$ cat src/ucp_pkg.sv
package ucp_pkg;
    // ****************************************************************
    // Register map (byte addresses)
    // ****************************************************************
    localparam logic [11:0] CTRL_ADDR   = 12'h000;
    localparam logic [11:0] BAUD_ADDR   = 12'h004;
    localparam logic [11:0] TXDATA_ADDR = 12'h008;
    localparam logic [11:0] RXDATA_ADDR = 12'h00c;
    localparam logic [11:0] STATUS_ADDR = 12'h010;
    localparam logic [11:0] ID_ADDR     = 12'h014;

    // ****************************************************************
    // Control fields
    // ****************************************************************
    localparam int CTRL_FLOW_BIT  = 0;
    localparam int CTRL_ACC_BIT   = 1;
    localparam int CTRL_ROUTE_BIT = 2;
    localparam int CTRL_TXEN_BIT  = 3;
    localparam int CTRL_RXEN_BIT  = 4;
    localparam logic [4:0] CTRL_RESET = 5'h18;

    // Status fields
    localparam int ST_TXBUSY_BIT = 0;
    localparam int ST_RXVALID_BIT = 1;
    localparam int ST_FIFOFULL_BIT = 2;
    localparam int ST_FIFOEMPTY_BIT = 3;
    localparam int ST_FRAMEERR_BIT = 4;
    localparam int ST_OVERRUN_BIT = 5;
    localparam int ST_BAUDERR_BIT = 6;

    // Arbitrary identification value, names no maker
    localparam logic [31:0] ID_VALUE = 32'h0000_5a01;

    // ****************************************************************
    // Timing and widths
    // ****************************************************************
    localparam int CLK_HZ        = 100_000_000;
    localparam int BAUD_MIN_BPS  = 300;
    localparam int BAUD_MAX_BPS  = 4_608_000;
    localparam int ACC_MAX_BPS   = 9600;
    localparam int DIV_W         = 20;
    // Divisor is clock cycles per bit; fastest rate rounds down to 21 cycles
    localparam logic [DIV_W-1:0] DIV_MIN = DIV_W'(CLK_HZ / BAUD_MAX_BPS);
    localparam logic [DIV_W-1:0] DIV_MAX = DIV_W'(CLK_HZ / BAUD_MIN_BPS);
    localparam logic [DIV_W-1:0] DIV_ACC_MIN = DIV_W'((CLK_HZ + ACC_MAX_BPS - 1) / ACC_MAX_BPS);
    localparam logic [DIV_W-1:0] DIV_RESET = DIV_W'(CLK_HZ / 115200);
    localparam int DATA_W        = 8;
    localparam int FIFO_DEPTH    = 8;
    localparam logic [3:0] LAST_BIT = 4'h7;

    typedef enum logic [1:0] {UCP_TX_IDLE, UCP_TX_START, UCP_TX_DATA, UCP_TX_STOP} ucp_tx_e;
    typedef enum logic [1:0] {UCP_RX_IDLE, UCP_RX_START, UCP_RX_DATA, UCP_RX_STOP} ucp_rx_e;
endpackage

$ cat src/ucp_fifo.sv
`timescale 1ns/1ps
module ucp_fifo #(
    parameter int WIDTH = 8,
    parameter int DEPTH = 8
) (
    // Clock and reset
    input  wire logic             clk,
    input  wire logic             reset_n,
    // Fill side
    input  wire logic             in_valid,
    output logic                  in_ready,
    input  wire logic [WIDTH-1:0] in_data,
    // Drain side
    output logic                  out_valid,
    input  wire logic             out_ready,
    output logic [WIDTH-1:0]      out_data
);
    localparam int AW = $clog2(DEPTH);
    logic [WIDTH-1:0] mem [DEPTH];
    logic [AW-1:0]    wr_ptr_reg;
    logic [AW-1:0]    rd_ptr_reg;
    logic [AW:0]      count_reg;
    logic             push;
    logic             pop;

    assign in_ready  = (count_reg != (AW+1)'(DEPTH));
    assign out_valid = (count_reg != '0);
    assign out_data  = mem[rd_ptr_reg];
    assign push      = in_valid && in_ready;
    assign pop       = out_valid && out_ready;

    always_ff @(posedge clk) begin
        if (push) begin
            mem[wr_ptr_reg] <= in_data;
        end
    end

    always_ff @(posedge clk or negedge reset_n) begin
        if (!reset_n) begin
            wr_ptr_reg <= '0;
            rd_ptr_reg <= '0;
            count_reg  <= '0;
        end else begin
            if (push) begin
                wr_ptr_reg <= (wr_ptr_reg == AW'(DEPTH-1)) ? '0 : wr_ptr_reg + 1'b1;
            end
            if (pop) begin
                rd_ptr_reg <= (rd_ptr_reg == AW'(DEPTH-1)) ? '0 : rd_ptr_reg + 1'b1;
            end
            if (push && !pop) begin
                count_reg <= count_reg + 1'b1;
            end else if (pop && !push) begin
                count_reg <= count_reg - 1'b1;
            end
        end
    end
endmodule // ucp_fifo

$ cat src/ucp_uart.sv
// Overview of operation
// - Full-duplex port with separate transmit output and receive input.
// - Firmware divisor sets baud rate between 300 bps and 4608 Kbps.
// - With flow control on, a character starts only while clear-to-send is high.
// - With flow control on, request-to-send is high while receive space exists.
// - Accessory mode drives transmit onto D-; it receives from D+ (ANDed with the parallel port input) only when routed to the parallel port.
// - Accessory mode disables the USB transceiver; D+/D- pass serial traffic.
// - Accessory signals route to the parallel programmable port or two GPIO pins.
// - Accessory mode rate must not exceed 9600 bps; a faster divisor already applied stays in use, with the error flag set.
//
// The register offsets and the APB slave port were chosen for this implementation.
`timescale 1ns/1ps
module ucp_uart
    import ucp_pkg::*;
(
    // Clock and reset
    input  wire logic        clk,
    input  wire logic        reset_n,
    // APB slave
    input  wire logic        psel,
    input  wire logic        penable,
    input  wire logic        pwrite,
    input  wire logic [11:0] paddr,
    input  wire logic [31:0] pwdata,
    output logic             pready,
    output logic             pslverr,
    output logic [31:0]      prdata,
    // Dedicated serial pins
    output logic             txd,
    input  wire logic        rxd,
    input  wire logic        cts,
    output logic             rts,
    // USB lines in accessory mode
    output logic             usb_xcvr_en,
    output logic             usb_dm_out,
    output logic             usb_dm_oe,
    input  wire logic        usb_dp_in,
    // Accessory routing: parallel programmable port
    output logic             parallel_programmable_port_tx,
    input  wire logic        parallel_programmable_port_rx,
    // Accessory routing: general-purpose pins (GPIO 48 transmit, GPIO 49 receive)
    output logic             gpio48_out,
    output logic             gpio48_oe,
    input  wire logic        gpio49_in
);
    // ****************************************************************
    // Configuration registers
    // ****************************************************************
    logic [4:0]       ctrl_reg;
    logic [4:0]       ctrl_pend_reg;
    logic [DIV_W-1:0] div_reg;
    logic [DIV_W-1:0] div_pend_reg;
    logic             baud_err_reg;
    logic             frame_err_reg;
    logic             overrun_reg;
    logic [DATA_W-1:0] rx_hold_reg;
    logic             rx_valid_reg;

    logic             wr_en;
    logic             rd_en;
    logic             idle;
    logic             fifo_in_valid;
    logic             fifo_in_ready;
    logic             fifo_out_valid;
    logic             fifo_out_ready;
    logic [DATA_W-1:0] fifo_out_data;

    function automatic logic div_ok(input logic [DIV_W-1:0] d, input logic acc);
        div_ok = (d >= DIV_MIN) && (d <= DIV_MAX) && (!acc || d >= DIV_ACC_MIN);
    endfunction

    assign wr_en = psel && penable && pwrite;
    assign rd_en = psel && penable && !pwrite;

    // ****************************************************************
    // APB: one wait state, one access phase per transfer
    // ****************************************************************
    always_ff @(posedge clk or negedge reset_n) begin
        if (!reset_n) begin
            pready  <= 1'b0;
            pslverr <= 1'b0;
            prdata  <= '0;
        end else begin
            // pready is raised one cycle into the access phase
            pready  <= psel && penable && !pready;
            pslverr <= 1'b0;
            prdata  <= '0;
            if (psel && penable && !pready) begin
                unique case (paddr)
                    CTRL_ADDR:   prdata <= {27'h0, ctrl_pend_reg};
                    BAUD_ADDR:   prdata <= {12'h0, div_pend_reg};
                    TXDATA_ADDR: prdata <= '0;
                    RXDATA_ADDR: prdata <= {23'h0, rx_valid_reg, rx_hold_reg};
                    STATUS_ADDR: prdata <= {25'h0, baud_err_reg, overrun_reg, frame_err_reg,
                                            !fifo_out_valid, !fifo_in_ready, rx_valid_reg, !idle};
                    ID_ADDR:     prdata <= ID_VALUE;
                    default:     pslverr <= 1'b1;
                endcase
            end
        end
    end

    // Pending configuration; applied only when both directions idle
    always_ff @(posedge clk or negedge reset_n) begin
        if (!reset_n) begin
            ctrl_pend_reg <= CTRL_RESET;
            div_pend_reg  <= DIV_RESET;
            ctrl_reg      <= CTRL_RESET;
            div_reg       <= DIV_RESET;
            baud_err_reg  <= 1'b0;
        end else begin
            if (wr_en && pready && paddr == CTRL_ADDR) begin
                ctrl_pend_reg <= pwdata[4:0];
            end
            if (wr_en && pready && paddr == BAUD_ADDR) begin
                div_pend_reg <= pwdata[DIV_W-1:0];
            end
            if (idle) begin
                ctrl_reg <= ctrl_pend_reg;
                // Out-of-range divisors are refused and flagged, keeping the old rate
                if (div_ok(div_pend_reg, ctrl_pend_reg[CTRL_ACC_BIT])) begin
                    div_reg      <= div_pend_reg;
                    baud_err_reg <= 1'b0;
                end else begin
                    baud_err_reg <= 1'b1;
                end
            end
        end
    end

    // ****************************************************************
    // Transmit path: FIFO then shifter
    // ****************************************************************
    assign fifo_in_valid = wr_en && pready && paddr == TXDATA_ADDR;

    ucp_fifo #(
        .WIDTH (DATA_W),
        .DEPTH (FIFO_DEPTH)
    ) u_tx_fifo (
        .clk       (clk),
        .reset_n   (reset_n),
        .in_valid  (fifo_in_valid),
        .in_ready  (fifo_in_ready),
        .in_data   (pwdata[DATA_W-1:0]),
        .out_valid (fifo_out_valid),
        .out_ready (fifo_out_ready),
        .out_data  (fifo_out_data)
    );

    ucp_tx_e           tx_state_reg;
    logic [DIV_W-1:0]  tx_cnt_reg;
    logic [3:0]        tx_bit_reg;
    logic [DATA_W-1:0] tx_shift_reg;
    logic              tx_line_reg;
    logic              tx_tick;
    logic              rx_line;
    logic              cts_ok;

    assign tx_tick = (tx_cnt_reg == div_reg - 1'b1);
    assign cts_ok  = !ctrl_reg[CTRL_FLOW_BIT] || cts;
    assign fifo_out_ready = (tx_state_reg == UCP_TX_IDLE) && ctrl_reg[CTRL_TXEN_BIT] && cts_ok;

    always_ff @(posedge clk or negedge reset_n) begin
        if (!reset_n) begin
            tx_state_reg <= UCP_TX_IDLE;
            tx_cnt_reg   <= '0;
            tx_bit_reg   <= '0;
            tx_shift_reg <= '0;
            tx_line_reg  <= 1'b1;
        end else begin
            tx_cnt_reg <= (tx_state_reg == UCP_TX_IDLE || tx_tick) ? '0 : tx_cnt_reg + 1'b1;
            unique case (tx_state_reg)
                UCP_TX_IDLE: begin
                    tx_line_reg <= 1'b1;
                    if (fifo_out_valid && fifo_out_ready) begin
                        tx_shift_reg <= fifo_out_data;
                        tx_line_reg  <= 1'b0;
                        tx_state_reg <= UCP_TX_START;
                    end
                end
                UCP_TX_START: begin
                    if (tx_tick) begin
                        tx_line_reg  <= tx_shift_reg[0];
                        tx_shift_reg <= tx_shift_reg >> 1;
                        tx_bit_reg   <= '0;
                        tx_state_reg <= UCP_TX_DATA;
                    end
                end
                UCP_TX_DATA: begin
                    if (tx_tick) begin
                        if (tx_bit_reg == LAST_BIT) begin
                            tx_line_reg  <= 1'b1;
                            tx_state_reg <= UCP_TX_STOP;
                        end else begin
                            tx_line_reg  <= tx_shift_reg[0];
                            tx_shift_reg <= tx_shift_reg >> 1;
                            tx_bit_reg   <= tx_bit_reg + 1'b1;
                        end
                    end
                end
                UCP_TX_STOP: begin
                    if (tx_tick) begin
                        tx_state_reg <= UCP_TX_IDLE;
                    end
                end
            endcase
        end
    end

    // ****************************************************************
    // Receive path
    // ****************************************************************
    ucp_rx_e           rx_state_reg;
    logic [DIV_W-1:0]  rx_cnt_reg;
    logic [3:0]        rx_bit_reg;
    logic [DATA_W-1:0] rx_shift_reg;
    logic              rx_tick;
    logic              rx_half;

    // Receive source follows the accessory routing
    assign rx_line = !ctrl_reg[CTRL_ACC_BIT] ? rxd :
                     ctrl_reg[CTRL_ROUTE_BIT] ? gpio49_in :
                     (usb_dp_in & parallel_programmable_port_rx);
    assign rx_tick = (rx_cnt_reg == div_reg - 1'b1);
    assign rx_half = (rx_cnt_reg == (div_reg >> 1));

    always_ff @(posedge clk or negedge reset_n) begin
        if (!reset_n) begin
            rx_state_reg  <= UCP_RX_IDLE;
            rx_cnt_reg    <= '0;
            rx_bit_reg    <= '0;
            rx_shift_reg  <= '0;
            rx_hold_reg   <= '0;
            rx_valid_reg  <= 1'b0;
            frame_err_reg <= 1'b0;
            overrun_reg   <= 1'b0;
        end else begin
            rx_cnt_reg <= (rx_state_reg == UCP_RX_IDLE || rx_tick) ? '0 : rx_cnt_reg + 1'b1;
            // Reading the data register releases the holding word; a new word wins the same cycle
            if (rd_en && pready && paddr == RXDATA_ADDR) begin
                rx_valid_reg <= 1'b0;
            end
            if (rd_en && pready && paddr == STATUS_ADDR) begin
                frame_err_reg <= 1'b0;
                overrun_reg   <= 1'b0;
            end
            unique case (rx_state_reg)
                UCP_RX_IDLE: begin
                    if (!rx_line && ctrl_reg[CTRL_RXEN_BIT]) begin
                        rx_state_reg <= UCP_RX_START;
                    end
                end
                UCP_RX_START: begin
                    // Start bit checked at mid-bit to reject glitches
                    if (rx_half) begin
                        rx_state_reg <= rx_line ? UCP_RX_IDLE : UCP_RX_DATA;
                        rx_bit_reg   <= '0;
                    end
                end
                UCP_RX_DATA: begin
                    if (rx_half) begin
                        rx_shift_reg <= {rx_line, rx_shift_reg[DATA_W-1:1]};
                        if (rx_bit_reg == LAST_BIT) begin
                            rx_state_reg <= UCP_RX_STOP;
                        end
                        rx_bit_reg <= rx_bit_reg + 1'b1;
                    end
                end
                UCP_RX_STOP: begin
                    if (rx_half) begin
                        rx_state_reg <= UCP_RX_IDLE;
                        if (!rx_line) begin
                            frame_err_reg <= 1'b1;
                        end else if (rx_valid_reg && !(rd_en && pready && paddr == RXDATA_ADDR)) begin
                            overrun_reg <= 1'b1;
                        end else begin
                            rx_hold_reg  <= rx_shift_reg;
                            rx_valid_reg <= 1'b1;
                        end
                    end
                end
            endcase
        end
    end

    assign idle = (tx_state_reg == UCP_TX_IDLE) && (rx_state_reg == UCP_RX_IDLE) && !fifo_out_valid;

    // ****************************************************************
    // Pin multiplexing, all outputs registered
    // ****************************************************************
    always_ff @(posedge clk or negedge reset_n) begin
        if (!reset_n) begin
            txd                           <= 1'b1;
            rts                           <= 1'b0;
            usb_xcvr_en                   <= 1'b1;
            usb_dm_out                    <= 1'b1;
            usb_dm_oe                     <= 1'b0;
            parallel_programmable_port_tx <= 1'b1;
            gpio48_out                    <= 1'b1;
            gpio48_oe                     <= 1'b0;
        end else begin
            // Space exists while the holding word is free
            rts <= !ctrl_reg[CTRL_FLOW_BIT] || !rx_valid_reg;
            txd <= ctrl_reg[CTRL_ACC_BIT] ? 1'b1 : tx_line_reg;
            usb_xcvr_en <= !ctrl_reg[CTRL_ACC_BIT];
            usb_dm_out  <= tx_line_reg;
            usb_dm_oe   <= ctrl_reg[CTRL_ACC_BIT];
            parallel_programmable_port_tx <= (ctrl_reg[CTRL_ACC_BIT] && !ctrl_reg[CTRL_ROUTE_BIT])
                                             ? tx_line_reg : 1'b1;
            gpio48_out <= tx_line_reg;
            gpio48_oe  <= ctrl_reg[CTRL_ACC_BIT] && ctrl_reg[CTRL_ROUTE_BIT];
        end
    end
endmodule // ucp_uart

$ cat config.mk
export PLATFORM = sky130hd
export DESIGN_NAME = ucp_uart
export DESIGN_NICKNAME = d
export VERILOG_FILES = /design/src/ucp_pkg.sv /design/src/ucp_fifo.sv /design/src/ucp_uart.sv
export SDC_FILE = /design/constraint.sdc
export NUM_CORES = 1
export LEC_CHECK = 0
export BUFFER_PORTS_ARGS = -buffer_cell sky130_fd_sc_hd__buf_2
export CAP_MARGIN = 10
export CORE_MARGIN = 5
export CORE_UTILIZATION = 30
export DETAILED_ROUTE_END_ITERATION = 12
export MAX_ROUTING_LAYER = met4
export PLACE_DENSITY = 0.44
export SLEW_MARGIN = 10
export SYNTH_ARGS = -nofsm -noshare
export SYNTH_HDL_FRONTEND = slang
export SYNTH_HIERARCHICAL = 1
export SYNTH_SLANG_ARGS = --single-unit
export TNS_END_PERCENT = 30
$ cat constraint.sdc
create_clock -name clk -period 10.3 [get_ports clk]
set_input_delay 0.515 -clock clk [delete_from_list [all_inputs] [get_ports clk]]
set_output_delay 0.515 -clock clk [all_outputs]
set_load 0.03 [all_outputs]
==> implementation parameters <==
Parameter                              Value

Outcome
  Outcome    finished clean

Timing
  Worst hold slack after final layout    between 0.07 and 0.08 ns
  Max-slew violation total from the final report    0
  Share of the clock period used by the worst path after layout    a little over two fifths
  Setup violations, final    0
  Peak clock frequency supported by timing    around 230 MHz
  RSZ-0062 raised after global routing    false
  Setup tns final    0 ns
  Final worst path period need    roughly 4.3 ns
  Slew HR    between 30 and 40%
  Worst slew pin tran    around 1.0 ns
  Final worst clock skew    0.0165 ns
  Final count of hold timing violations    0

Routing
  Number of detailed-routing iterations run before antenna repair    4
  Number of vias per cell    approximately 4.8
  Count of routing violations after the opening detailed-route iteration    approximately 320
  Detailed-route DRC error count    0
  WL/cell    18.1 um
  Count of nets left with antenna violations after detail routing    0
  Routed Wire Length    approximately 30,000 um
  Total number of vias    7,926

Floorplan
  Row count    73
  Std-Cell Core Area    39,800 sq um
  Top-level I/O count    96
  Full die area    44,400 sq um
  Overall die height    around 210 um
  Initial standard-cell utilization of the core    between 30 and 40%
  Die width    between 200 and 250 um

Clock network
  Clock edge transition at the registers on the reported setup and hold paths    roughly 0.060 ns
  TritonCTS clock tree    built
  Clock Sink Count    234
  Cell chosen for the clock root    sky130_fd_sc_hd__clkbuf_16
  Cells resized by post-CTS repair    0
  Number of clock buffers inserted by TritonCTS    28
  Cts-stage hold buffer count    0
  Clk_lat worst skew    ~0.55 ns
  Number of H-tree branching levels    1
  Number of buffers on the longest clock path    3
  Post CTS Setup Buffer Count    0

Min path
  HP Class    in -> async

Power and ir drop
  Clock Power Share    between 40% and 50%
  Share of total power consumed by net switching    between 20 and 30%
  Share of total power in sequential cells    about two fifths
  Combinational power share    18.6%
  Power per cell area    a little under 200 nW/um^2
  Switching power of the nets    about 0.78 mW
  Static leakage    5.98 nW
  Maximum resistive drop on vdd    between 90 and 100 uV
  Cell internal pwr    just under 2 mW

Cells and area
  Area of the multi-input gates    5510 sq um
  # diodes    0
  Growth of design area from synthesis to finish    15.3%
  Ratio of cells with drive above 1 in the final layout    between 20% and 30%
  Net count of the finished layout    1,164
  Top register by number of flip-flops    u_tx_fifo/mem
  Flip-flop count of the largest register, all copies and words added    64
  Sequential cell area in the final layout    about 6200 sq um
  Total of fill cells in the finished design    ~4,000

Logic synthesis
  Most used flip-flop cell after synthesis    sky130_fd_sc_hd__dfrtp_1
  Largest family of logic cells by synthesized area    simple AND/OR/NAND/NOR gates
  Synthesized-area fraction occupied by adder cells    1.93%
  Share of synthesized registers carrying an async set or reset    about 73%
  YS warnings    6
  Synthesized instance count    1,038
  Fraction of synthesized area in multiplexers    13.2%
  Register area share after synthesis    between 50% and 60%
  Post-Synth XOR/XNOR Area    8.11%
  Yosys reg bits    234
  Area fraction in compound gates after synthesis    about 6.4%
  Average cell area after synthesis    around 12 sq um
  Area leader, netlist    sky130_fd_sc_hd__dfrtp_1
  Share of synthesized cell area in and, or, nand and nor gates    15.4%
  Main area contributors after synthesis    sky130_fd_sc_hd__dfrtp_1 (31%), sky130_fd_sc_hd__edfxtp_1 (16%), sky130_fd_sc_hd__mux2_2 (7.2%)
  Post-synth EDFFs    64
  Share of the synthesized area in the top cell type    31.3%
  Area of the mapped netlist    about 12,000 sq um
  Count of different cell masters after synthesis    83

Placement
  RePlAce Congestion    0.780
  Detailed Place HPWL    roughly 21,000 um
  Buffers on Ports    between 70 and 80

Setup path
  Critical-path cell list    nor3_2, nand4_1, o311a_1, a2111oi_0, o2111ai_1, or4_4, or2b_1, nor2_1
  Worst Setup End Kind    flop
  Largest fanout on the critical path    22
  Worst Path Arrival    ~4.7 ns
  Slowest CP cell    sky130_fd_sc_hd__or2b_1
  Critical Path Source Type    flop
  Required arrival time at the worst endpoint    ~11 ns
  Delay of the slowest cell on the worst path    approximately 0.70 ns
  Critical setup path kind    reg -> reg

GRT
  Overflow after GRT    0
  GR Layer Usage met3    2.14%
  Pin count of the biggest net entering global routing    ~110
  Combined global-route utilization of all metal layers    approximately 14%
  Initial antenna violation count    0
  Highest-utilization routing layer at the global route stage    met2
  Vias in the first global route    8,174
  Global-route wire length before repair    between 40,000 and 50,000 um
  M1 GR Usage    roughly 19%
  Met2 Use GR    between 20% and 30%

Flow run
  Count of max-cap constraint violations    0
-- per-stage QoR --
step | utilization, % | setup WS [ns] | cell area [sq um] | std cells | total power [mW]
after floorplan | - | 6.73 | 12100 | 1049 | 1.51
after global routing | 35.0 | 5.65 | 13900 | 1639 | 2.90
after CTS | 35.0 | 5.98 | 13900 | 1639 | 2.78
after global placement | 32.3 | 6.06 | 12900 | 1587 | 1.65
final | 35.0 | 5.98 | 13900 | 1639 | 2.74
after detailed placement | 32.3 | 6.00 | 12900 | 1587 | 1.66
-- routing by layer --
metal,wire length (um),vias to the layer above
li1,-,3835
met1,14100,3916
met2,13800,145
met3,1320,30
met4,425,0
met5,0,-
-- cells in the final DEF, fill, tap and decap left out, types with 5 or more instances in the layout --
cell	synthesis	layout
sky130_fd_sc_hd__clkbuf_16	0	29
sky130_fd_sc_hd__dfstp_2	19	19
sky130_fd_sc_hd__dfrtp_1	151	151
sky130_fd_sc_hd__o21a_1	9	9
sky130_fd_sc_hd__and2_1	20	20
sky130_fd_sc_hd__inv_1	22	22
sky130_fd_sc_hd__buf_4	14	9
sky130_fd_sc_hd__nand2b_1	9	9
sky130_fd_sc_hd__and3_1	11	11
sky130_fd_sc_hd__mux4_1	8	8
sky130_fd_sc_hd__nor2b_1	5	5
sky130_fd_sc_hd__buf_2	5	70
sky130_fd_sc_hd__nor2_1	85	85
sky130_fd_sc_hd__conb_1	1	12
sky130_fd_sc_hd__mux2i_1	17	17
sky130_fd_sc_hd__mux2_4	9	9
sky130_fd_sc_hd__nand2_1	74	74
sky130_fd_sc_hd__ha_1	17	17
sky130_fd_sc_hd__nand3b_1	5	5
sky130_fd_sc_hd__nand4b_1	5	5
sky130_fd_sc_hd__mux4_2	8	8
sky130_fd_sc_hd__o31ai_1	9	9
sky130_fd_sc_hd__edfxtp_1	64	64
sky130_fd_sc_hd__a31oi_1	5	5
sky130_fd_sc_hd__bufinv_16	0	6
sky130_fd_sc_hd__xor2_1	43	43
sky130_fd_sc_hd__nor4_1	18	18
sky130_fd_sc_hd__mux2_2	77	77
sky130_fd_sc_hd__xnor2_1	61	61
sky130_fd_sc_hd__nand3_1	38	38
sky130_fd_sc_hd__nand4_1	15	15
sky130_fd_sc_hd__a21oi_1	23	23
sky130_fd_sc_hd__or4_1	6	6
sky130_fd_sc_hd__nor3_1	28	28
sky130_fd_sc_hd__o21ai_0	20	20
sky130_fd_sc_hd__o2111ai_1	6	6
sky130_fd_sc_hd__clkbuf_8	0	5
sky130_fd_sc_hd__or3_1	11	11
-- power groups by stage --
stage	clock (mW)	combinational, mW	sequential, mW
after floorplan	0	0.396	1.11
after global placement	0	0.511	1.14
after detailed placement	0	0.521	1.14
after CTS	1.14	0.523	1.12
after global routing	1.18	0.581	1.14
final	1.11	0.509	1.12
-- worst max-delay path: cells and delay by family, from the launching register on --
kind	cells	cell delay, ns
and+or+nand+nor	5	2.51
DFF	1	0.52
AOI/OAI and AO/OA	3	1.11
-- Yosys cell counts, types with 6 or more instances --
cell type and n:
sky130_fd_sc_hd__nand2_1 74, sky130_fd_sc_hd__a21oi_1 23, sky130_fd_sc_hd__xor2_1 43, sky130_fd_sc_hd__dfstp_2 19, sky130_fd_sc_hd__dfrtp_1 151, sky130_fd_sc_hd__o21ai_0 20
sky130_fd_sc_hd__edfxtp_1 64, sky130_fd_sc_hd__mux4_1 8, sky130_fd_sc_hd__mux2_4 9, sky130_fd_sc_hd__nor3_1 28, sky130_fd_sc_hd__clkbuf_1 39, sky130_fd_sc_hd__or3_1 11
sky130_fd_sc_hd__o31ai_1 9, sky130_fd_sc_hd__nand4_1 15, sky130_fd_sc_hd__mux4_2 8, sky130_fd_sc_hd__mux2_2 77, sky130_fd_sc_hd__nor4_1 18, sky130_fd_sc_hd__and2_1 20
sky130_fd_sc_hd__mux2i_1 17, sky130_fd_sc_hd__o21a_1 9, sky130_fd_sc_hd__inv_1 22, sky130_fd_sc_hd__or4_1 6, sky130_fd_sc_hd__nand3_1 38, sky130_fd_sc_hd__xnor2_1 61
sky130_fd_sc_hd__ha_1 17, sky130_fd_sc_hd__and3_1 11, sky130_fd_sc_hd__buf_4 14, sky130_fd_sc_hd__nor2_1 85, sky130_fd_sc_hd__nand2b_1 9, sky130_fd_sc_hd__o2111ai_1 6
-- path summary, 6_finish.rpt --
check,endpoint,from,slack (ns),cells past startpoint
setup reg to reg,tx_cnt_reg[3],div_reg[4],5.98,8
hold / removal,pslverr,reset_n,0.08,1
min in group clk,div_pend_reg[16],pwdata[16],0.20,2
setup / recovery,tx_cnt_reg[3],div_reg[4],5.98,8
hold reg to reg,gpio48_out,tx_line_reg,0.40,0
max in group asynchronous,tx_cnt_reg[9],reset_n,8.68,2
-- kinds of logic (layout without fill, tap and decap cells) --
group / after synthesis / in the layout
AND/OR/NAND/NOR: 357 / 357
buffers and inverters: 90 / 155
other: 1 / 12
adder cells (fa/ha/maj): 18 / 18
flip-flops: 234 / 234
multiplexers: 122 / 122
XOR/XNOR: 107 / 107
AO/OA/AOI/OAI: 109 / 109
-- area by class of cell --
cell class | instances | area share, %
clock buffer | 36 | 5.76
inverter | 23 | 0.620
timing repair buffer | 80 | 3.08
clock inverter | 16 | 1.75
multi-input combinational | 725 | 39.6
sequential | 234 | 44.5
tap | 525 | 4.72
(Power assumes the default switching activity.)
